### src/shared/qeo_pkg.sv
/*
  Constants and types for the quadrature encoder output block.
  Assumes a single 200 MHz clock and an 8-bit angle code supplied by the
  angle computation logic once per sample period.
*/
// Summary of operation
// - One angle step spans the index pulse, two steps each half of a channel, four a period.
// - Channels A and B are a quarter period (90 electrical degrees) apart.
// - The pulse generator never drops and never adds a step, even at high speed.
// - The angle is sampled every 100 us and the outputs refreshed once per sample.
// - A multi-step move between samples is interpolated into single steps.
// - Output latency is one sample period, two when missing pulses are spread out.
// - Field out of range drives both field alarms low together.
// - Magnet approaching lowers only the rising alarm; moving away only the falling one.
// - In normal operation both field alarms float and read high via pull-ups.
// - Index is high only while both channels are low, or with both high while the failure marker holds.
// - After power-on all three outputs stay high until chip select goes low and offset compensation then ends.
// - If chip select is low at power-up, outputs stay high until offset compensation ends.
package qeo_pkg;
  localparam int unsigned CLK_FREQ_HZ       = 200_000_000;
  localparam int unsigned SAMPLE_PERIOD_US  = 100;
  localparam int unsigned SAMPLE_CYCLES     = CLK_FREQ_HZ / 1_000_000 * SAMPLE_PERIOD_US;
  localparam int unsigned ANGLE_W           = 8;
  localparam int unsigned STEP_W            = 9;
  localparam logic [7:0]  INDEX_ANGLE       = 8'h00;
  localparam logic [1:0]  QUAD_RESET        = 2'h0;

  typedef enum logic [1:0] {
    QEO_FAIL_HOLD,
    QEO_SETTLE,
    QEO_RUN
  } qeo_state_t;
endpackage

### src/shared/qeo_step_if.sv
/*
  Step request path between the sample pacer and the quadrature stepper.
  Assumes both ends share clk.
*/
`timescale 1ns/1ps
interface qeo_step_if;
  logic valid;   // One step requested
  logic dir_up;  // Step direction
  logic ready;   // Stepper takes the step
  modport src (output valid, output dir_up, input ready);
  modport dst (input valid, input dir_up, output ready);
endinterface

### src/design/qeo_stepper.sv
/*
  Quadrature stepper: turns single steps into Gray-coded A/B and index.
  Assumes steps arrive over qeo_step_if at most one per step slot.
*/
`timescale 1ns/1ps
module qeo_stepper
  import qeo_pkg::*;
#(
  parameter int unsigned STEP_GAP = 4  // Least cycles between output steps
) (
  input  wire logic clk,       // 200 MHz clock
  input  wire logic resetn,    // Synchronous reset, active low
  qeo_step_if.dst   step,      // Step requests
  output logic [7:0] pos,      // Output position code
  output logic      quad_a,    // Channel A level
  output logic      quad_b,    // Channel B level
  output logic      index_hi   // Index level
);
  logic [15:0] gap_ff;
  logic [7:0]  pos_ff;
  logic [7:0]  nxt_pos;
  logic        a_ff;
  logic        b_ff;
  logic        i_ff;
  wire         take = step.valid && (gap_ff == 16'h0000);

  assign step.ready = (gap_ff == 16'h0000);
  assign nxt_pos    = take ? (step.dir_up ? pos_ff + 8'h01 : pos_ff - 8'h01) : pos_ff;

  ////////////////////////////////////////////////////////////////////////////
  always_ff @(posedge clk) begin
    if (!resetn) begin
      gap_ff <= 16'h0000;
      pos_ff <= INDEX_ANGLE;
      a_ff   <= 1'b0;
      b_ff   <= 1'b0;
      i_ff   <= 1'b0;
    end else begin
      gap_ff <= take ? 16'(STEP_GAP - 1) : (gap_ff != 16'h0000 ? gap_ff - 16'h0001 : gap_ff);
      pos_ff <= nxt_pos;
      // Gray sequence 00,01,11,10 keeps A and B a quarter period apart
      a_ff   <= nxt_pos[1];
      b_ff   <= nxt_pos[1] ^ nxt_pos[0];
      i_ff   <= (nxt_pos == INDEX_ANGLE);
    end
  end

  assign pos      = pos_ff;
  assign quad_a   = a_ff;
  assign quad_b   = b_ff;
  assign index_hi = i_ff;
endmodule // qeo_stepper

### src/design/qeo_top.sv
/*
  Incremental output generator with field alarms and power-up failure marker.
  Assumes angle_code comes from same-clock logic; chip_select_n and the field
  flags are asynchronous pins. Alarm pins are open drain with external pull-ups.
*/
`timescale 1ns/1ps
module qeo_top
  import qeo_pkg::*;
#(
  parameter int unsigned SAMPLE_CNT = SAMPLE_CYCLES,  // Cycles per sample period
  parameter int unsigned SETTLE_CNT = 20000,          // Offset compensation time in cycles
  parameter int unsigned STEP_GAP   = 4               // Cycles per output step
) (
  input  wire logic               clk,              // 200 MHz clock
  input  wire logic               resetn,           // Power-on reset, active low
  input  wire logic [qeo_pkg::ANGLE_W-1:0] angle_code,  // Computed angle, same clock
  input  wire logic               chip_select_n,    // Chip select pin, active low
  input  wire logic               field_bad,        // Field out of range, async
  input  wire logic               field_rising,     // Magnet approaching, async
  input  wire logic               field_falling,    // Magnet receding, async
  output logic                    quad_a,           // Channel A
  output logic                    quad_b,           // Channel B
  output logic                    quad_index,       // Index
  output logic                    field_rising_alarm_n_o,   // Rising alarm drive value
  output logic                    field_rising_alarm_n_oe,  // Rising alarm enable
  output logic                    field_falling_alarm_n_o,  // Falling alarm drive value
  output logic                    field_falling_alarm_n_oe  // Falling alarm enable
);
  import qeo_pkg::*;

  qeo_step_if step_bus();

  ////////////////////////////////////////////////////////////////////////////
  // Pin synchronisers: three stages, change accepted when stage 2 and 3 agree
  logic [3:0] s1_ff;
  logic [3:0] s2_ff;
  logic [3:0] s3_ff;
  logic [3:0] pin_ff;
  wire  [3:0] pin_raw = {field_falling, field_rising, field_bad, chip_select_n};

  always_ff @(posedge clk) begin
    if (!resetn) begin
      s1_ff  <= 4'h1;
      s2_ff  <= 4'h1;
      s3_ff  <= 4'h1;
      pin_ff <= 4'h1;
    end else begin
      s1_ff  <= pin_raw;
      s2_ff  <= s1_ff;
      s3_ff  <= s2_ff;
      pin_ff <= (s2_ff & s3_ff) | (pin_ff & (s2_ff ^ s3_ff));
    end
  end

  wire cs_low = !pin_ff[0];

  ////////////////////////////////////////////////////////////////////////////
  // Start-up sequence
  qeo_state_t  state_ff;
  qeo_state_t  nxt_state;
  logic [31:0] settle_ff;
  wire         settle_done = (settle_ff == 32'(SETTLE_CNT));

  always_comb begin
    nxt_state = state_ff;
    unique case (state_ff)
      QEO_FAIL_HOLD: if (cs_low) nxt_state = QEO_SETTLE;
      QEO_SETTLE:    if (settle_done) nxt_state = QEO_RUN;
      QEO_RUN:       nxt_state = QEO_RUN;
    endcase
  end

  always_ff @(posedge clk) begin
    if (!resetn) begin
      state_ff  <= QEO_FAIL_HOLD;
      settle_ff <= 32'h0000_0000;
    end else begin
      state_ff  <= nxt_state;
      settle_ff <= (state_ff == QEO_SETTLE && !settle_done) ? settle_ff + 32'h1 : settle_ff;
    end
  end

  wire running = (state_ff == QEO_RUN);

  ////////////////////////////////////////////////////////////////////////////
  // Sample pacer: one angle sample per period, backlog of steps spread out
  logic [31:0]        tick_ff;
  logic [ANGLE_W-1:0] target_ff;
  logic [ANGLE_W-1:0] out_pos;
  wire                tick = (tick_ff == 32'(SAMPLE_CNT - 1));
  wire  [ANGLE_W-1:0] diff = target_ff - out_pos;  // Modulo, shortest way chosen by sign

  always_ff @(posedge clk) begin
    if (!resetn) begin
      tick_ff   <= 32'h0000_0000;
      target_ff <= INDEX_ANGLE;
    end else begin
      tick_ff   <= tick ? 32'h0000_0000 : tick_ff + 32'h1;
      // Sampling starts only once running so the first sample aligns outputs
      if (tick && running)
        target_ff <= angle_code;
    end
  end

  // Every unit of difference becomes exactly one step; nothing is skipped
  assign step_bus.valid  = running && (diff != 8'h00);
  assign step_bus.dir_up = !diff[ANGLE_W-1];

  qeo_stepper #(
    .STEP_GAP (STEP_GAP)
  ) u_stepper (
    .clk      (clk),
    .resetn   (resetn),
    .step     (step_bus),
    .pos      (out_pos),
    .quad_a   (),
    .quad_b   (),
    .index_hi ()
  );

  // Recompute levels from position so gating can hold them high
  logic a_ff;
  logic b_ff;
  logic i_ff;

  always_ff @(posedge clk) begin
    if (!resetn) begin
      a_ff <= 1'b1;
      b_ff <= 1'b1;
      i_ff <= 1'b1;
    end else begin
      a_ff <= running ? out_pos[1] : 1'b1;
      b_ff <= running ? (out_pos[1] ^ out_pos[0]) : 1'b1;
      i_ff <= running ? (out_pos == INDEX_ANGLE) : 1'b1;
    end
  end

  assign quad_a     = a_ff;
  assign quad_b     = b_ff;
  assign quad_index = i_ff;

  ////////////////////////////////////////////////////////////////////////////
  // Field alarms, open drain: enable high pulls the pin low
  logic rise_on_ff;
  logic fall_on_ff;

  always_ff @(posedge clk) begin
    if (!resetn) begin
      rise_on_ff <= 1'b0;
      fall_on_ff <= 1'b0;
    end else begin
      rise_on_ff <= pin_ff[1] || (pin_ff[2] && !pin_ff[3]);
      fall_on_ff <= pin_ff[1] || (pin_ff[3] && !pin_ff[2]);
    end
  end

  assign field_rising_alarm_n_o   = 1'b0;
  assign field_falling_alarm_n_o  = 1'b0;
  assign field_rising_alarm_n_oe  = rise_on_ff;
  assign field_falling_alarm_n_oe = fall_on_ff;
endmodule // qeo_top

### config.mk
export PLATFORM = sky130hd
export DESIGN_NAME = qeo_top
export DESIGN_NICKNAME = d
export VERILOG_FILES = /design/src/shared/qeo_pkg.sv /design/src/shared/qeo_step_if.sv /design/src/design/qeo_stepper.sv /design/src/design/qeo_top.sv
export SDC_FILE = /design/constraint.sdc
export NUM_CORES = 1
export LEC_CHECK = 0
export ABC_AREA = 0
export ABC_CLOCK_PERIOD_IN_PS = 8500
export BUFFER_PORTS_ARGS = -buffer_cell sky130_fd_sc_hd__buf_2
export CORE_ASPECT_RATIO = 1.1
export CORE_MARGIN = 3
export CORE_UTILIZATION = 25
export CTS_CLUSTER_SIZE = 28
export DETAILED_ROUTE_END_ITERATION = 12
export HOLD_SLACK_MARGIN = 0.08
export PLACE_DENSITY = 0.38
export SYNTH_ARGS = -nofsm -noshare
export SYNTH_HDL_FRONTEND = slang
export SYNTH_SLANG_ARGS = --single-unit
### constraint.sdc
create_clock -name clk -period 8.5 [get_ports clk]
set_clock_uncertainty 0.1 [all_clocks]
set_input_delay 1.7 -clock clk [delete_from_list [all_inputs] [get_ports clk]]
set_output_delay 1.7 -clock clk [all_outputs]
set_load 0.05 [all_outputs]
* Yosys cells after proc, flatten, opt, wreduce, memory -nomap -nowiden *
Index checks and enable logic that the tools add are counted.
Widths: inputs -> output; s select.

operators by class
  add/subtract/negate cells = 6
  bitwise logic cells = 6
  reduce and logical (&&, ||, !) cells = 21
  mux-type cells = 6
  equality and inequality tests = 6

operator list
  operator               number
  $add 32x1->32 const B  2
  $eq 32x15->1 const B   2
  $logic_not 16->1       1
  $reduce_bool 16->1     1
  $sub 16x1->16 const B  1
  $add 8x1->8 const B    1
  $and 4x4->4            2
  $logic_not 8->1        1
  $mux 2                 4
  $mux 8                 1
  $reduce_bool 8->1      1
  $sub 8x1->8 const B    1
  $sub 8x8->8            1
  $logic_and 1x1->1      6
  $pmux 2 s3             1
  $ne 2x2->1 const B     2
  $or 4x4->4             1
  $reduce_and 2->1       2
  $reduce_or 2->1        2
  $xor 4x4->4            1
  $logic_not 1->1        3
  $eq 2x1->1 const B     1
  $eq 2x2->1 const B     1
  $logic_not 2->1        1
  other kinds (4)        5

storage, ports and cells
  output and inout bits = 7
  logic and storage cells = 61
  bits in registers = 119

* Longest topological paths before layout *
  word-level depth = 5
  gate-level depth with buffers = 15

* By module *
Synthesis repeated with hierarchy kept, for this count alone.

unflattened totals
  cells, all modules = 685
  area, all modules = 6125.9 µm²

modules (own cells, without submodules)
  module       seq. area each (µm²)  cells each  area an instance (µm²)  instances
  qeo_top      1901.8                517         4614.4                  1
  qeo_stepper  520.5                 168         1511.4                  1

* Worst setup path after synthesis *
Ideal clock, no wire load.

  path type = register to register
  from = reg u_stepper.pos_ff[2], in the netlist u_stepper.pos[2]
  to = reg u_stepper.pos_ff[7], in the netlist u_stepper.pos[7]
  stages on the path, launching flop included = 13
  path slack = 5.198 ns
  data arrival time = 3.130 ns
  clock period less this slack = 3.302 ns
  path buffers = 0
  data required time = 8.328 ns
  path through = dfxtp_1 -> inv_1 -> ha_1 -> o211ai_1 -> a21o_1 -> o21a_1 -> nor2_1 -> ha_1 -> a31oi_1 -> a21oi_1 -> nand2b_1 -> a211oi_1 -> mux2i_1

between the ends
  cells in the longest elaborated chain, start to end = 4

ends and longest elaborated chain
  element                 line               source
  start, declared         qeo_stepper.sv:20  logic [7:0] pos_ff;
  start signal, assigned  qeo_stepper.sv:40  pos_ff <= nxt_pos;
  $sub 8x8->8             qeo_top.sv:91      wire [ANGLE_W-1:0] diff = target_ff - out_pos;
  $reduce_bool 8->1       qeo_top.sv:106     assign step_bus.valid = running && (diff != 8'h00);
  $logic_and 1x1->1       qeo_top.sv:106
  $logic_and 1x1->1       qeo_stepper.sv:25  wire take = step.valid && (gap_ff == 16'h0000);

Parallel ways exist; a longest one is shown, timed or not.
A chain may end at the register's enable or synchronous reset.

* Worst setup path after layout *
Same ends and word-level chain as after synthesis.

==> key figures <==
STA
  • Setup-failing EPs final: 0
  • RSZ-0062 raised after global routing: false
  • Tmin final: 3760 ps
  • Final Cycle Share: 0.442
  • Peak Freq: about 270 MHz
  • TNS Setup: 0 ps
  • Final hold violations: 0
  • Slew Limit Fails: 0
  • Rel. slew slack: 0.366
  • Slew of the pin with the lowest slew margin: between 900 and 1000 ps

Clock tree
  • CTS clk-pin slew, worst paths: about 60 ps
  • CTS root buffer: clkbuf_16
  • CTS Buf Count: 17
  • CTS Sinks: ~120
  • Clock Latency Late Sink: slightly above 400 ps
  • Maximum root-to-sink buffer count: 2
  • Post-CTS Setup Inserts: 0
  • Post-CTS Resized: 0
  • CTS tree: done
  • CTS Hold Buffers Added: 0
  • H-tree depth: 4

Setup path
  • Delay-heaviest family, CP: compound AO/OA/AOI/OAI gates
  • CP endpoint kind: flip-flop
  • Element type at the critical path start: flip-flop
  • Worst Path Buf+Inv: 1
  • Worst-path maximum fanout: 11
  • Worst Path Arrival: about 4000 ps
  • Reg-to-Reg Start: u_stepper.pos[2]
  • Slowest-stage cell, CP: nor2_1
  • Most used cell, CP: ha_1
  • RR Endpoint: u_stepper.pos[7]
  • R2r worst-path depth: 12
  • Crit path to: u_stepper.pos[7]
  • R2R Setup Slk: about 4700 ps
  • Crit path cell chain: inv_1, ha_1, o211ai_1, a21o_1, o21a_1, nor2_1, ha_1, a31oi_1, a21oi_1, nand2b_1, a211oi_1, mux2i_1
  • Crit path depth: 12
  • Crit Path Category: reg2reg
  • Setup crit start: u_stepper.pos[2]
  • Worst EP required: ~8700 ps
  • Worst path max stage delay: approximately 730 ps

Route
  • DRC Markers: 0
  • Vias: around 4.3k
  • Initial detailed-routing violation count: between 150 and 200
  • Post-route ant nets: 0
  • Via/cell ratio: 4.47
  • Final wirelength: roughly 12000 um
  • Wirelength per Cell: ~12 um
  • Drt first pass iters: 4

Power and ir drop
  • Power Density: around 250 nW/um^2
  • NetSw: 0.445 mW
  • Cell leakage power: 2.46 nW
  • Net Sw Frac: 0.270
  • VDD IR max: roughly 0.18 mV
  • Int Pwr: approximately 1.2 mW
  • Clock Power Share: 0.475
  • Seq pwr share: 0.382
  • Comb power frac: 0.142

Logic synthesis
  • Primary FF master, synth: dfxtp_1
  • Synthesized cell area: roughly 5500 um^2
  • Post-synth EDFFs: 0
  • Distinct cells, synth: between 50 and 60
  • Synth Instances: 630
  • Yosys reg bits: ~120
  • Post-synthesis sequential area ratio: 0.430
  • Asr flop ratio synth: 0
  • Share of the synthesized area in the top cell type: 0.430
  • Top-count cell post-synth: dfxtp_1
  • Synth top area cells: dfxtp_1 43%, nor2_1 6.8%, xor2_1 5.7%
  • Synth top cells by count: 119 x dfxtp_1, 101 x nor2_1, 40 x nand2_1
  • Synth area leader: dfxtp_1
  • Ys Warns: 0
  • Mean Syn Cell Area: a little under 9 um^2

Placed design
  • HPWL after DPL: between 8000 and 9000 um
  • RD Place Congestion: ~0.77
  • DP Area: a little under 6000 um^2
  • I/O Buffers: 18

Floorplan
  • Cell row count: between 50 and 60
  • Die ar.: 24000 um^2
  • Die H: around 160 um
  • Initial Utilization: 0.257
  • Num ports: 21
  • Placeable Area: around 22000 um^2
  • Die W: 148 um

Hold path
  • Worst hold path type: reg2reg

Global route
  • Overflow after GRT: 0
  • First-pass GRT wire length: 20700 um
  • Total GRT Usage: 0.107
  • Number of global-route vias before repair: 4299
  • Initial antenna violation count: 0
  • Largest net degree at the start of global routing: between 40 and 50

Layout
  • # diodes: 0
  • Post-route cell area: roughly 6600 um^2
  • Area Growth Syn to Fin: 19.1%
  • Net count reported at finish: ~700
  • Share of layout cells above drive strength 1: 0.0928

Run
  • Number of max-cap violations: 0

Outcome
  • Status: completed
## layout by cell type, fill, tap and decap left out, types with 3 or more instances in the layout
| cell type | netlist | final |
|---|---|---|
| and2_1 | 16 | 16 |
| nor4_1 | 13 | 13 |
| o21a_1 | 5 | 5 |
| xor2_1 | 36 | 36 |
| buf_2 | 0 | 18 |
| nand4_1 | 14 | 14 |
| nor2_1 | 101 | 101 |
| xnor2_1 | 32 | 32 |
| or2_2 | 3 | 3 |
| o21ai_0 | 16 | 16 |
| ha_1 | 23 | 23 |
| inv_6 | 0 | 3 |
| nor4b_1 | 5 | 5 |
| nor2b_1 | 5 | 5 |
| bufinv_16 | 0 | 4 |
| clkinvlp_4 | 0 | 4 |
| o31ai_1 | 6 | 6 |
| nand2b_1 | 7 | 7 |
| nor3_1 | 11 | 11 |
| buf_4 | 2 | 3 |
| or3_1 | 11 | 11 |
| o211ai_1 | 3 | 3 |
| mux2i_1 | 16 | 16 |
| and4_1 | 7 | 7 |
| a21oi_1 | 25 | 25 |
| nand2_1 | 40 | 40 |
| and3_1 | 11 | 11 |
| inv_1 | 27 | 27 |
| dfxtp_1 | 119 | 119 |
| clkbuf_16 | 0 | 17 |
| nand3_1 | 33 | 33 |
## metal layers
metal,part of all wire,GRT usage,vias to the layer above
met3,0.028,0.0301,22
met5,0,0,-
met1,0.49,0.133,1987
met4,0.023,0.0475,0
li1,-,-,2230
met2,0.46,0.174,47
## power by group through the flow
stage | Sequential [mW] | Clock [mW] | Combinational (mW)
after floorplan | 0.638 | 0 | 0.188
after global placement | 0.641 | 0 | 0.233
after detailed placement | 0.642 | 0 | 0.237
after CTS | 0.630 | 0.813 | 0.239
after global routing | 0.636 | 0.832 | 0.271
final | 0.630 | 0.784 | 0.235
## registers in the layout, summed over array words and instances (netlist names)
name and flops:
pin_ff 4, state_ff 2, tick_ff 32, u_stepper.gap_ff 16, s2_ff 4, settle_ff 32, field_rising_alarm_n_oe 1, quad_index 1
field_falling_alarm_n_oe 1, quad_a 1, quad_b 1, target_ff 8, s3_ff 4, s1_ff 4, u_stepper.pos 8
## layout make-up
type / count / area [um^2]
inverters: 28 / 105
well taps: 290 / 363
fillers: 2292 / 14900
clock inverters: 13 / 194
multi-input cells: 468 / 2980
repair buffers: 21 / 113
flip-flops and latches: 119 / 2380
clock buffers: 19 / 453
## worst min path at each step
stage                         from       end  slack (ps)  cells after the start
after floorplan           s1_ff[0]  s2_ff[0]         290                      1
after global placement    s1_ff[0]  s2_ff[0]         290                      1
after detailed placement  s1_ff[0]  s2_ff[0]         300                      1
after CTS                 s1_ff[0]  s2_ff[0]         310                      1
after global routing      s1_ff[0]  s2_ff[0]         330                      1
final                     s1_ff[0]  s2_ff[0]         310                      1
## through the flow
step	hold WS [ps]	total power, mW	std cells	util	setup WS [ps]
global placement	291	0.874	926	0.276	4790
floorplan	286	0.826	631	-	5200
finish	309	1.65	958	0.306	4740
global route	333	1.74	958	0.306	4350
detailed placement	300	0.879	926	0.276	4740
CTS	313	1.68	958	0.306	4730
## kinds of logic after synthesis
| logic type | after synthesis | share of synthesized area |
|---|---|---|
| other | 1 | 0.000677 |
| AOI/OAI and AO/OA | 75 | 0.0893 |
| xor gates and xnor gates | 68 | 0.108 |
| adders and majority gates | 24 | 0.0556 |
| buffers and inverters | 44 | 0.0325 |
| and+or+nand+nor | 283 | 0.255 |
| muxes | 16 | 0.0289 |
| DFF | 119 | 0.430 |
(Power assumes the default switching activity.)
